File: src/hw/ssp_pkg.sv
package ssp_pkg;

    // register map on the processor's I/O space
    localparam logic [15:0] ADDR_DATA_PORT = 16'hFFF0;
    localparam logic [15:0] ADDR_CONTROL   = 16'hFFF1;

    localparam int          WORD_W         = 16;
    localparam int          FIFO_DEPTH     = 4;
    localparam logic [15:0] CONTROL_RESET  = 16'h0000;
    localparam logic [15:0] RDATA_NONE     = 16'h0000;

    // interrupt trigger selections
    localparam logic [1:0]  TRIG_SEL_1     = 2'h0;
    localparam logic [1:0]  TRIG_SEL_2     = 2'h1;
    localparam logic [1:0]  TRIG_SEL_3     = 2'h2;

    // control/status word, bit 15 first
    typedef struct packed {
        logic       haltFree;
        logic       haltSoft;
        logic       txPendingFlag;
        logic       rxNonemptyFlag;
        logic [1:0] txTriggerSel;
        logic [1:0] rxTriggerSel;
        logic       rxOverrunFlag;
        logic       rxClockPinLevel;
        logic       txSectionRun;
        logic       rxSectionRun;
        logic       txSyncInternal;
        logic       txClockInternal;
        logic       perWordSyncMode;
        logic       loopbackEnable;
    } ssp_ctrl_type;

    // one I/O cycle from the processor
    typedef struct packed {
        logic        wrStrobe;
        logic        rdStrobe;
        logic [15:0] addr;
        logic [15:0] wrData;
    } ssp_io_req_type;

    typedef enum logic [1:0] {TX_IDLE, TX_SYNC, TX_SHIFT} ssp_tx_state_type;
    typedef enum logic       {RX_IDLE, RX_SHIFT}          ssp_rx_state_type;

endpackage : ssp_pkg

File: src/hw/ssp_fifo.sv
module ssp_fifo
    import ssp_pkg::*;
#(
    parameter int WIDTH = WORD_W,
    parameter int DEPTH = FIFO_DEPTH,
    localparam int AW   = $clog2(DEPTH)
)(
    input  wire logic             core_clk,
    input  wire logic             arst_n,
    input  wire logic             flush,
    input  wire logic             inValid,
    output logic                  inReady,
    input  wire logic [WIDTH-1:0] inData,
    output logic                  outValid,
    input  wire logic             outReady,
    output logic      [WIDTH-1:0] outData,
    output logic      [AW:0]      count
);
    localparam logic [AW:0]   FULL_COUNT = (AW+1)'(DEPTH);
    localparam logic [AW-1:0] LAST_INDEX = AW'(DEPTH - 1);

    logic [WIDTH-1:0] store_q [DEPTH];
    logic [AW-1:0]    wrPtr_q;
    logic [AW-1:0]    rdPtr_q;
    logic [AW:0]      count_q;
    logic             push;
    logic             pop;

    // a full FIFO refuses the word; the source sees inReady low
    assign inReady  = (count_q != FULL_COUNT);
    assign outValid = (count_q != '0);
    assign outData  = store_q[rdPtr_q];
    assign count    = count_q;
    assign push     = inValid && inReady && !flush;
    assign pop      = outValid && outReady && !flush;

    genvar e;
    generate
        for (e = 0; e < DEPTH; e++) begin : g_entry
            always_ff @(posedge core_clk or negedge arst_n)
            begin
                if (!arst_n)
                    store_q[e] <= '0;
                else if (push && wrPtr_q == AW'(e))
                    store_q[e] <= inData;
            end
        end
    endgenerate

    always_ff @(posedge core_clk or negedge arst_n)
    begin
        if (!arst_n) begin
            wrPtr_q <= '0;
            rdPtr_q <= '0;
            count_q <= '0;
        end else if (flush) begin
            wrPtr_q <= '0;
            rdPtr_q <= '0;
            count_q <= '0;
        end else begin
            if (push)
                wrPtr_q <= (wrPtr_q == LAST_INDEX) ? '0 : wrPtr_q + 1'b1;
            if (pop)
                rdPtr_q <= (rdPtr_q == LAST_INDEX) ? '0 : rdPtr_q + 1'b1;
            if (push && !pop)
                count_q <= count_q + 1'b1;
            else if (pop && !push)
                count_q <= count_q - 1'b1;
        end
    end

endmodule : ssp_fifo

File: src/hw/ssp_port.sv
// Notes on behaviour
// - one data port: write pushes transmit FIFO, read pops receive FIFO
// - empty transmit shifter loads the oldest transmit FIFO word
// - transmit shifter sends each word most significant bit first
// - receive shifter gathers bits msb first, full word goes to FIFO
// - transmit service request follows the selected transmit trigger
// - receive service request follows the selected receive trigger
// - halt bits: stop now, stop after word, or keep running
// - pending flag set by a write, cleared once transmit FIFO is empty and shifter idle
// - non-empty flag shows receive FIFO holds any word
// - transmit trigger: room for one, two, three words, or empty
// - receive trigger: one, two, three words held, or full
// - word arriving at full receive FIFO is dropped, sets overrun
// - bit 6 shows live level of the receive clock pin
// - section run bits low hold transmitter or receiver stopped
// - external sync mode: sync pin is input, transmitter waits
// - internal sync mode: device drives sync pulse per run, or per word in per-word mode
// - internal clock mode drives transmit clock at half core rate
// - continuous mode needs one sync; per-word mode needs one each
// - loopback routes transmit data and sync into the receiver
// - loopback with internal clock also clocks the receiver
// - writes to a full transmit FIFO are discarded
// - each new data bit leaves on a transmit clock rising edge
module ssp_port
    import ssp_pkg::*;
(
    input  wire logic           core_clk,
    input  wire logic           arst_n,
    input  wire ssp_io_req_type ioReq,
    output logic [15:0]         ioRdData,
    input  wire logic           emuHalt,
    input  wire logic           txClkPinIn,
    output logic                txClkPinOut,
    output logic                txClkPinOe_n,
    input  wire logic           txSyncPinIn,
    output logic                txSyncPinOut,
    output logic                txSyncPinOe_n,
    output logic                serialOutPin,
    input  wire logic           rxClkPin,
    input  wire logic           rxSyncPin,
    input  wire logic           serialInPin,
    output logic                txServiceIrq,
    output logic                rxServiceIrq
);
    localparam int          CW       = $clog2(FIFO_DEPTH) + 1;
    localparam logic [CW-1:0] FULL_CNT = CW'(FIFO_DEPTH);
    localparam logic [3:0]  LAST_BIT = 4'(WORD_W - 1);

    ssp_ctrl_type     ctrl_q;
    ssp_ctrl_type     status;
    ssp_tx_state_type txState_q;
    ssp_rx_state_type rxState_q;

    // pin synchronisers, first stage read only by the second
    logic [1:0]  txClkSync_q, txSyncSync_q, rxClkSync_q;
    logic [1:0]  rxSyncSync_q, serialInSync_q;

    logic        txClkInt_q, txLvlPrev_q, rxLvlPrev_q;
    logic        txSync_q, serialOut_q, extSyncSeen_q;
    logic [15:0] txShift_q, rxShift_q, rdData_q, rxPushData_q;
    logic [3:0]  txBitCnt_q, rxBitCnt_q;
    logic        rxPushValid_q, txPending_q, rxOverrun_q;
    logic        txIrq_q, rxIrq_q, txClkOe_n_q, txSyncOe_n_q;

    logic        wrData, wrCtrl, rdData, rdCtrl;
    logic        txFifoInReady, txFifoValid, rxFifoInReady, rxFifoValid;
    logic [15:0] txFifoData, rxFifoData;
    logic [CW-1:0] txCount, rxCount;
    logic        txHalt, rxHalt, txActive, rxActive;
    logic        txLvl, txRise, txFall, rxLvl, rxFall;
    logic        txSyncLvl, rxSyncLvl, rxDataLvl;
    logic        txLoad, txWordDone, txLoadNext;

    assign wrData = ioReq.wrStrobe && ioReq.addr == ADDR_DATA_PORT;
    assign wrCtrl = ioReq.wrStrobe && ioReq.addr == ADDR_CONTROL;
    assign rdData = ioReq.rdStrobe && ioReq.addr == ADDR_DATA_PORT;
    assign rdCtrl = ioReq.rdStrobe && ioReq.addr == ADDR_CONTROL;

    always_ff @(posedge core_clk or negedge arst_n)
    begin
        if (!arst_n) begin
            txClkSync_q    <= '0;
            txSyncSync_q   <= '0;
            rxClkSync_q    <= '0;
            rxSyncSync_q   <= '0;
            serialInSync_q <= '0;
        end else begin
            txClkSync_q    <= {txClkSync_q[0], txClkPinIn};
            txSyncSync_q   <= {txSyncSync_q[0], txSyncPinIn};
            rxClkSync_q    <= {rxClkSync_q[0], rxClkPin};
            rxSyncSync_q   <= {rxSyncSync_q[0], rxSyncPin};
            serialInSync_q <= {serialInSync_q[0], serialInPin};
        end
    end

    // control register: read-only flag bits are stored here too, status replaces them
    always_ff @(posedge core_clk or negedge arst_n)
    begin
        if (!arst_n)
            ctrl_q <= ssp_ctrl_type'(CONTROL_RESET);
        else if (wrCtrl)
            ctrl_q <= ssp_ctrl_type'(ioReq.wrData);
    end

    always_comb
    begin
        status                 = ctrl_q;
        status.txPendingFlag   = txPending_q;
        status.rxNonemptyFlag  = rxFifoValid;
        status.rxOverrunFlag   = rxOverrun_q;
        status.rxClockPinLevel = rxClkSync_q[1];
    end

    always_ff @(posedge core_clk or negedge arst_n)
    begin
        if (!arst_n)
            rdData_q <= RDATA_NONE;
        else if (rdData)
            rdData_q <= rxFifoValid ? rxFifoData : RDATA_NONE;
        else if (rdCtrl)
            rdData_q <= status;
    end
    assign ioRdData = rdData_q;

    // halt: "stop after word" waits until the shifter state machine is back in its idle state
    assign txHalt = emuHalt && !ctrl_q.haltFree
                 && (!ctrl_q.haltSoft || txState_q == TX_IDLE);
    assign rxHalt = emuHalt && !ctrl_q.haltFree
                 && (!ctrl_q.haltSoft || rxState_q == RX_IDLE);
    assign txActive = ctrl_q.txSectionRun && !txHalt;
    assign rxActive = ctrl_q.rxSectionRun && !rxHalt;

    ssp_fifo #(.WIDTH(WORD_W), .DEPTH(FIFO_DEPTH)) u_tx_fifo (
        .core_clk (core_clk),
        .arst_n   (arst_n),
        .flush    (!ctrl_q.txSectionRun),
        .inValid  (wrData),
        .inReady  (txFifoInReady),
        .inData   (ioReq.wrData),
        .outValid (txFifoValid),
        .outReady (txLoad),
        .outData  (txFifoData),
        .count    (txCount)
    );

    ssp_fifo #(.WIDTH(WORD_W), .DEPTH(FIFO_DEPTH)) u_rx_fifo (
        .core_clk (core_clk),
        .arst_n   (arst_n),
        .flush    (!ctrl_q.rxSectionRun),
        .inValid  (rxPushValid_q),
        .inReady  (rxFifoInReady),
        .inData   (rxPushData_q),
        .outValid (rxFifoValid),
        .outReady (rdData),
        .outData  (rxFifoData),
        .count    (rxCount)
    );

    // internal bit clock: one toggle per core cycle gives half the rate
    always_ff @(posedge core_clk or negedge arst_n)
    begin
        if (!arst_n)
            txClkInt_q <= 1'b0;
        else if (!ctrl_q.txSectionRun || !ctrl_q.txClockInternal)
            txClkInt_q <= 1'b0;
        else if (txActive)
            txClkInt_q <= !txClkInt_q;
    end

    assign txLvl  = ctrl_q.txClockInternal ? txClkInt_q : txClkSync_q[1];
    assign rxLvl  = (ctrl_q.loopbackEnable && ctrl_q.txClockInternal)
                  ? txClkInt_q : rxClkSync_q[1];
    assign txRise = txLvl && !txLvlPrev_q && txActive;
    assign txFall = !txLvl && txLvlPrev_q && txActive;
    assign rxFall = !rxLvl && rxLvlPrev_q && rxActive;

    always_ff @(posedge core_clk or negedge arst_n)
    begin
        if (!arst_n) begin
            txLvlPrev_q <= 1'b0;
            rxLvlPrev_q <= 1'b0;
        end else begin
            txLvlPrev_q <= txLvl;
            rxLvlPrev_q <= rxLvl;
        end
    end

    assign txSyncLvl = ctrl_q.txSyncInternal ? txSync_q : txSyncSync_q[1];
    assign rxSyncLvl = ctrl_q.loopbackEnable
                     ? txSyncLvl : rxSyncSync_q[1];
    assign rxDataLvl = ctrl_q.loopbackEnable
                     ? serialOut_q : serialInSync_q[1];

    // external sync is caught on a falling edge, used on the next rise
    always_ff @(posedge core_clk or negedge arst_n)
    begin
        if (!arst_n)
            extSyncSeen_q <= 1'b0;
        else if (!ctrl_q.txSectionRun || ctrl_q.txSyncInternal)
            extSyncSeen_q <= 1'b0;
        else if (txFall && txSyncSync_q[1])
            extSyncSeen_q <= 1'b1;
        else if (txRise && txState_q != TX_SHIFT)
            extSyncSeen_q <= 1'b0;
        else if (txRise && txWordDone)
            extSyncSeen_q <= 1'b0;
    end

    assign txWordDone = txState_q == TX_SHIFT && txBitCnt_q == LAST_BIT;
    // after a word: continuous mode runs on, per-word mode needs a sync
    assign txLoadNext = txFifoValid && (!ctrl_q.perWordSyncMode
                     || (ctrl_q.txSyncInternal ? txSync_q
                                               : extSyncSeen_q));

    always_comb
    begin
        txLoad = 1'b0;
        if (txRise) begin
            case (txState_q)
                TX_IDLE:  txLoad = !ctrl_q.txSyncInternal
                                && extSyncSeen_q && txFifoValid;
                TX_SYNC:  txLoad = txFifoValid;
                TX_SHIFT: txLoad = txWordDone && txLoadNext;
                default:  txLoad = 1'b0;
            endcase
        end
    end

    always_ff @(posedge core_clk or negedge arst_n)
    begin
        if (!arst_n) begin
            txState_q   <= TX_IDLE;
            txShift_q   <= '0;
            txBitCnt_q  <= '0;
            serialOut_q <= 1'b0;
            txSync_q    <= 1'b0;
        end else if (!ctrl_q.txSectionRun) begin
            txState_q   <= TX_IDLE;
            txShift_q   <= '0;
            txBitCnt_q  <= '0;
            serialOut_q <= 1'b0;
            txSync_q    <= 1'b0;
        end else if (txLoad) begin
            txState_q   <= TX_SHIFT;
            txShift_q   <= txFifoData;
            serialOut_q <= txFifoData[WORD_W-1];
            txBitCnt_q  <= '0;
            txSync_q    <= 1'b0;
        end else if (txRise) begin
            case (txState_q)
                TX_IDLE:
                begin
                    if (ctrl_q.txSyncInternal && txFifoValid) begin
                        txSync_q  <= 1'b1;
                        txState_q <= TX_SYNC;
                    end
                end
                TX_SYNC:
                begin
                    txSync_q  <= 1'b0;
                    txState_q <= TX_IDLE;
                end
                TX_SHIFT:
                begin
                    if (txWordDone) begin
                        txState_q <= TX_IDLE;
                        txSync_q  <= 1'b0;
                    end else begin
                        txShift_q   <= {txShift_q[WORD_W-2:0], 1'b0};
                        serialOut_q <= txShift_q[WORD_W-2];
                        txBitCnt_q  <= txBitCnt_q + 4'h1;
                        // next word's sync rides alongside the last bit
                        if (txBitCnt_q == LAST_BIT - 4'h1
                            && ctrl_q.txSyncInternal
                            && ctrl_q.perWordSyncMode
                            && txCount != '0)
                            txSync_q <= 1'b1;
                    end
                end
                default: txState_q <= TX_IDLE;
            endcase
        end
    end

    // receiver samples on falling edges of its bit clock
    always_ff @(posedge core_clk or negedge arst_n)
    begin
        if (!arst_n) begin
            rxState_q     <= RX_IDLE;
            rxShift_q     <= '0;
            rxBitCnt_q    <= '0;
            rxPushValid_q <= 1'b0;
            rxPushData_q  <= '0;
        end else if (!ctrl_q.rxSectionRun) begin
            rxState_q     <= RX_IDLE;
            rxShift_q     <= '0;
            rxBitCnt_q    <= '0;
            rxPushValid_q <= 1'b0;
        end else begin
            rxPushValid_q <= 1'b0;
            if (rxFall) begin
                case (rxState_q)
                    RX_IDLE:
                    begin
                        if (rxSyncLvl) begin
                            rxState_q  <= RX_SHIFT;
                            rxBitCnt_q <= '0;
                        end
                    end
                    RX_SHIFT:
                    begin
                        rxShift_q  <= {rxShift_q[WORD_W-2:0], rxDataLvl};
                        rxBitCnt_q <= rxBitCnt_q + 4'h1;
                        if (rxBitCnt_q == LAST_BIT) begin
                            rxPushValid_q <= 1'b1;
                            rxPushData_q  <= {rxShift_q[WORD_W-2:0],
                                              rxDataLvl};
                            rxBitCnt_q    <= '0;
                            if (ctrl_q.perWordSyncMode && !rxSyncLvl)
                                rxState_q <= RX_IDLE;
                        end
                    end
                    default: rxState_q <= RX_IDLE;
                endcase
            end
        end
    end

    // status flags: a setting event beats a drain or read clear in the same cycle, a section stop beats both
    always_ff @(posedge core_clk or negedge arst_n)
    begin
        if (!arst_n) begin
            txPending_q <= 1'b0;
            rxOverrun_q <= 1'b0;
        end else begin
            if (!ctrl_q.txSectionRun)
                txPending_q <= 1'b0;
            else if (wrData && txFifoInReady)
                txPending_q <= 1'b1;
            else if (!txFifoValid && txState_q == TX_IDLE)
                txPending_q <= 1'b0;
            if (!ctrl_q.rxSectionRun)
                rxOverrun_q <= 1'b0;
            else if (rxPushValid_q && !rxFifoInReady)
                rxOverrun_q <= 1'b1;
            else if (rdData)
                rxOverrun_q <= 1'b0;
        end
    end

    // service requests are levels; the processor's flag logic latches them
    always_ff @(posedge core_clk or negedge arst_n)
    begin
        if (!arst_n) begin
            txIrq_q <= 1'b0;
            rxIrq_q <= 1'b0;
        end else begin
            case (ctrl_q.txTriggerSel)
                TRIG_SEL_1: txIrq_q <= txCount <= FULL_CNT - CW'(1);
                TRIG_SEL_2: txIrq_q <= txCount <= FULL_CNT - CW'(2);
                TRIG_SEL_3: txIrq_q <= txCount <= FULL_CNT - CW'(3);
                default:    txIrq_q <= txCount == '0;
            endcase
            case (ctrl_q.rxTriggerSel)
                TRIG_SEL_1: rxIrq_q <= rxCount >= CW'(1);
                TRIG_SEL_2: rxIrq_q <= rxCount >= CW'(2);
                TRIG_SEL_3: rxIrq_q <= rxCount >= CW'(3);
                default:    rxIrq_q <= rxCount == FULL_CNT;
            endcase
            if (!ctrl_q.txSectionRun)
                txIrq_q <= 1'b0;
            if (!ctrl_q.rxSectionRun)
                rxIrq_q <= 1'b0;
        end
    end

    always_ff @(posedge core_clk or negedge arst_n)
    begin
        if (!arst_n) begin
            txClkOe_n_q  <= 1'b1;
            txSyncOe_n_q <= 1'b1;
        end else begin
            txClkOe_n_q  <= !ctrl_q.txClockInternal;
            txSyncOe_n_q <= !ctrl_q.txSyncInternal;
        end
    end

    assign txClkPinOut   = txClkInt_q;
    assign txClkPinOe_n  = txClkOe_n_q;
    assign txSyncPinOut  = txSync_q;
    assign txSyncPinOe_n = txSyncOe_n_q;
    assign serialOutPin  = serialOut_q;
    assign txServiceIrq  = txIrq_q;
    assign rxServiceIrq  = rxIrq_q;

endmodule : ssp_port

File: config.mk
export PLATFORM = sky130hd
export DESIGN_NAME = ssp_port
export DESIGN_NICKNAME = d
export VERILOG_FILES = /design/src/hw/ssp_pkg.sv /design/src/hw/ssp_fifo.sv /design/src/hw/ssp_port.sv
export SDC_FILE = /design/constraint.sdc
export NUM_CORES = 1
export LEC_CHECK = 0
export BUFFER_PORTS_ARGS = -buffer_cell sky130_fd_sc_hd__buf_2
export CORE_MARGIN = 2
export CORE_UTILIZATION = 60
export CTS_CLUSTER_DIAMETER = 60
export DETAILED_ROUTE_END_ITERATION = 7
export PLACE_DENSITY = 0.86
export SLEW_MARGIN = 30
export SYNTH_ARGS = -nofsm -noshare
export SYNTH_HDL_FRONTEND = slang
export SYNTH_SLANG_ARGS = --single-unit
export TNS_END_PERCENT = 30
File: constraint.sdc
create_clock -name core_clk -period 3 [get_ports core_clk]
set_input_delay 0.15 -clock core_clk [delete_from_list [all_inputs] [get_ports core_clk]]
set_output_delay 0.15 -clock core_clk [all_outputs]
set_load 0.02 [all_outputs]
==> results.toml <==
[status]
status = "finished clean"

[floorplan]
die_w_um = 142
start_util_pct = 61.3
rows = 50
die_area_mm2 = 0.0203
core_area_mm2 = 0.0188
die_y_um = 142
io_pins = 65

[timing]
period_share_pct = 91.0
tightest_slew_ps = 873
setup_violations = 0
max_freq_mhz = 366
drv_slew = 0
finClkSkew_ps = 32.6
rsz0062_at_grt = "false"
period_minus_slack_ps = 2730
final-hold-violation-count = 0
tns_ps = 0
relSlewSlack_pct = 41.8

[synthesis]
synthArstFlopShare_pct = 100
yosysSeqAreaShare_pct = 54.4
yosys_most_used_dff = "dfrtp_1"
syn-num-nets = 937
synth_common_cells = "dfrtp_1, mux2_2, nand2_1, o21ai_0, mux2_4"
synth.area.top_cells = "dfrtp_1, mux2_2, mux4_2, mux2_4, nand2_1"
synthCells = 868
yosysMostFrequentCell = "dfrtp_1"
synth_seq_cells = 250
synth.avg_cell_area_um2 = 13.2
synthesis.area_mm2 = 0.0115
synth-edff-count = 0
yosysWarnings = 0
synth_top_area_share_pct = 54.0
yosysTopAreaCell = "dfrtp_1"
synth.distinct_cells = 62

[pwr]
peakVddDrop_mv = 0.435
p_leak_nw = 6.54
cellPowerDensity_mw_per_mm2 = 588
total_power_mw = 7.84

[finish]
drive_gt1_share_pct = 33.6
final_nets = 1030
area_growth_pct = 16.0
n_antenna_cell = 0

[clock_network]
cts_max_path_buffers = 3
cts_setup_buffers = 0
clkSlewWorstSetupHoldPaths_ps = 70
clock-root-buffer = "clkbuf_16"
htreeDepth = 1
cts_tree = "done"
ctsHoldBuffers = 22
cts.sinks = 250
cts_resized = 0
clk_latency_ps = 550
numCtsBuffers = 26

[setup_path]
endpoint_kind = "flop"
r2r_start = "txState_q[0]"
required_ps = 3360
crit_arrival_ps = 3090
startpoint = "txState_q[0]"
start_kind = "flop"
worstPathMaxFanout = 22
criticalPathCategory = "reg2reg"
reg2reg_depth = 7

[grt]
grt_pass1_vias = 8040
track_usage_pct = 27.5
grt-ovfl-total = 0
grt_pass1_wl_um = 43600
antenna_found_initial = 0
grt_max_degree = 76

[detailed_routing]
vias = 7647
vias_per_cell = 6.29
drt_iter0_drc = 664
drtPass1Iterations = 5
routedWlPerCell_um = 22.1
wl_um = 26900
drc = 0
ant_nets = 0

[worst_hold_path]
hold_path.class = "in2reg"
hp-start = "ioReq[33]"
min_path_cells = 5

[place]
post-dp-hpwl_um = 16300
port_buffers = 64
gp_congestion = 0.887

[flow_run]
max-cap-violations = 0
## stage by stage
| step | hold slack, ps | util, % | worst slack (ps) | area (µm²) | std cells |
|---|---|---|---|---|---|
| after floorplan | -146 | - | 706 | 11500 | 868 |
| after global routing | 217 | 71.0 | 148 | 13300 | 1215 |
| after global placement | 157 | 64.4 | 562 | 12100 | 1145 |
| final | 174 | 71.0 | 271 | 13300 | 1215 |
| after detailed placement | 160 | 64.4 | 410 | 12100 | 1145 |
| after CTS | 162 | 71.0 | 347 | 13300 | 1215 |
## where the power goes
part	leakage, nW	internal [mW]	total [mW]	switching, mW
clock	0.501	2.37	3.79	1.42
combinational	2.63	0.212	0.538	0.326
sequential	3.41	3.44	3.52	0.0755
total	6.54	6.02	7.84	1.82
## final timing paths
path                                              end  slack [ps]
worst max-delay path                     txShift_q[9]         270
worst min-delay path               u_tx_fifo.count[2]         170
worst max register to register           txShift_q[9]         270
worst min register to register        txSyncSync_q[1]         350
max in group asynchronous                  ctrl_q[14]        1820
min in group asynchronous       u_tx_fifo.store_q[54]         180
## worst max-delay path, cell delays in order, from the launching register on
cell and delay, ps:
dfrtp_1 390, inv_1 80, ha_1 260, nand2b_1 230
a2111oi_4 430, o311ai_1 290, nand2_1 610, o21ai_0 230
## registers in the layout, summed over array words and instances (netlist names), 3 cells and up
| register | count |
|---|---|
| u_rx_fifo.count | 3 |
| ctrl_q | 12 |
| rxShift_q | 15 |
| ioRdData | 16 |
| txBitCnt_q | 4 |
| rxBitCnt_q | 4 |
| rxPushData_q | 16 |
| u_tx_fifo.count | 3 |
| u_rx_fifo.store_q | 64 |
| txShift_q | 15 |
| u_tx_fifo.store_q | 64 |
## cell usage in the layout (no fill, tap or decap), types with 3 or more instances in the layout
cell type / synthesis / routed
nor2b_1: 6 / 6
clkbuf_8: 0 / 7
nand2b_1: 3 / 3
a22oi_1: 16 / 16
mux2_4: 40 / 40
and3_1: 3 / 3
xnor2_1: 4 / 4
and2_1: 6 / 6
inv_1: 22 / 22
clkbuf_16: 0 / 26
nand2_1: 95 / 95
a211oi_1: 6 / 6
ha_1: 27 / 27
xor2_1: 4 / 4
nand4_1: 5 / 5
buf_2: 10 / 63
nand3_1: 23 / 23
o31ai_1: 5 / 5
dfrtp_1: 248 / 248
clkinv_2: 0 / 4
dlygate4sd3_1: 0 / 22
mux2i_1: 25 / 25
a21oi_1: 15 / 15
nor3_1: 4 / 4
nand3_4: 4 / 4
mux4_2: 32 / 32
mux2_2: 110 / 110
buf_4: 2 / 21
o21ai_0: 62 / 62
nor2_1: 19 / 19
bufinv_16: 0 / 7
## cell families (layout without fill, tap and decap cells)
group / Yosys count / count (layout) / share of synthesized area [%]
DFF: 250 / 250 / 54.4
and+or+nand+nor: 180 / 180 / 7.70
xor gates and xnor gates: 8 / 8 / 0.609
adders and majority gates: 28 / 28 / 3.03
buffers and inverters: 66 / 179 / 2.66
AOI/OAI and AO/OA: 129 / 129 / 7.13
muxes: 207 / 207 / 24.4
## metal layers
layer  part of all wire (%)  vias to the layer above  GRT usage, %  routed length [µm]
li1                       -                     3317             -                   -
met1                     40                     3847          36.7               10800
met2                     49                      397          44.7               13100
met3                    7.7                       86          5.82                2080
met4                    3.5                        0          11.1                 934
met5                      0                        -             0                   0
## cell type report
cell class / instances / area (µm²)
Timing Repair Buffer: 109 / 748
Tap cell: 234 / 293
Fill cell: 1132 / 5440
Multi-Input combinational cell: 552 / 4930
Inverter: 22 / 82.6
Sequential cell: 250 / 6260
Clock buffer: 33 / 747
Clock inverter: 15 / 272
No activity file was read; power rests on OpenSTA's default activity.
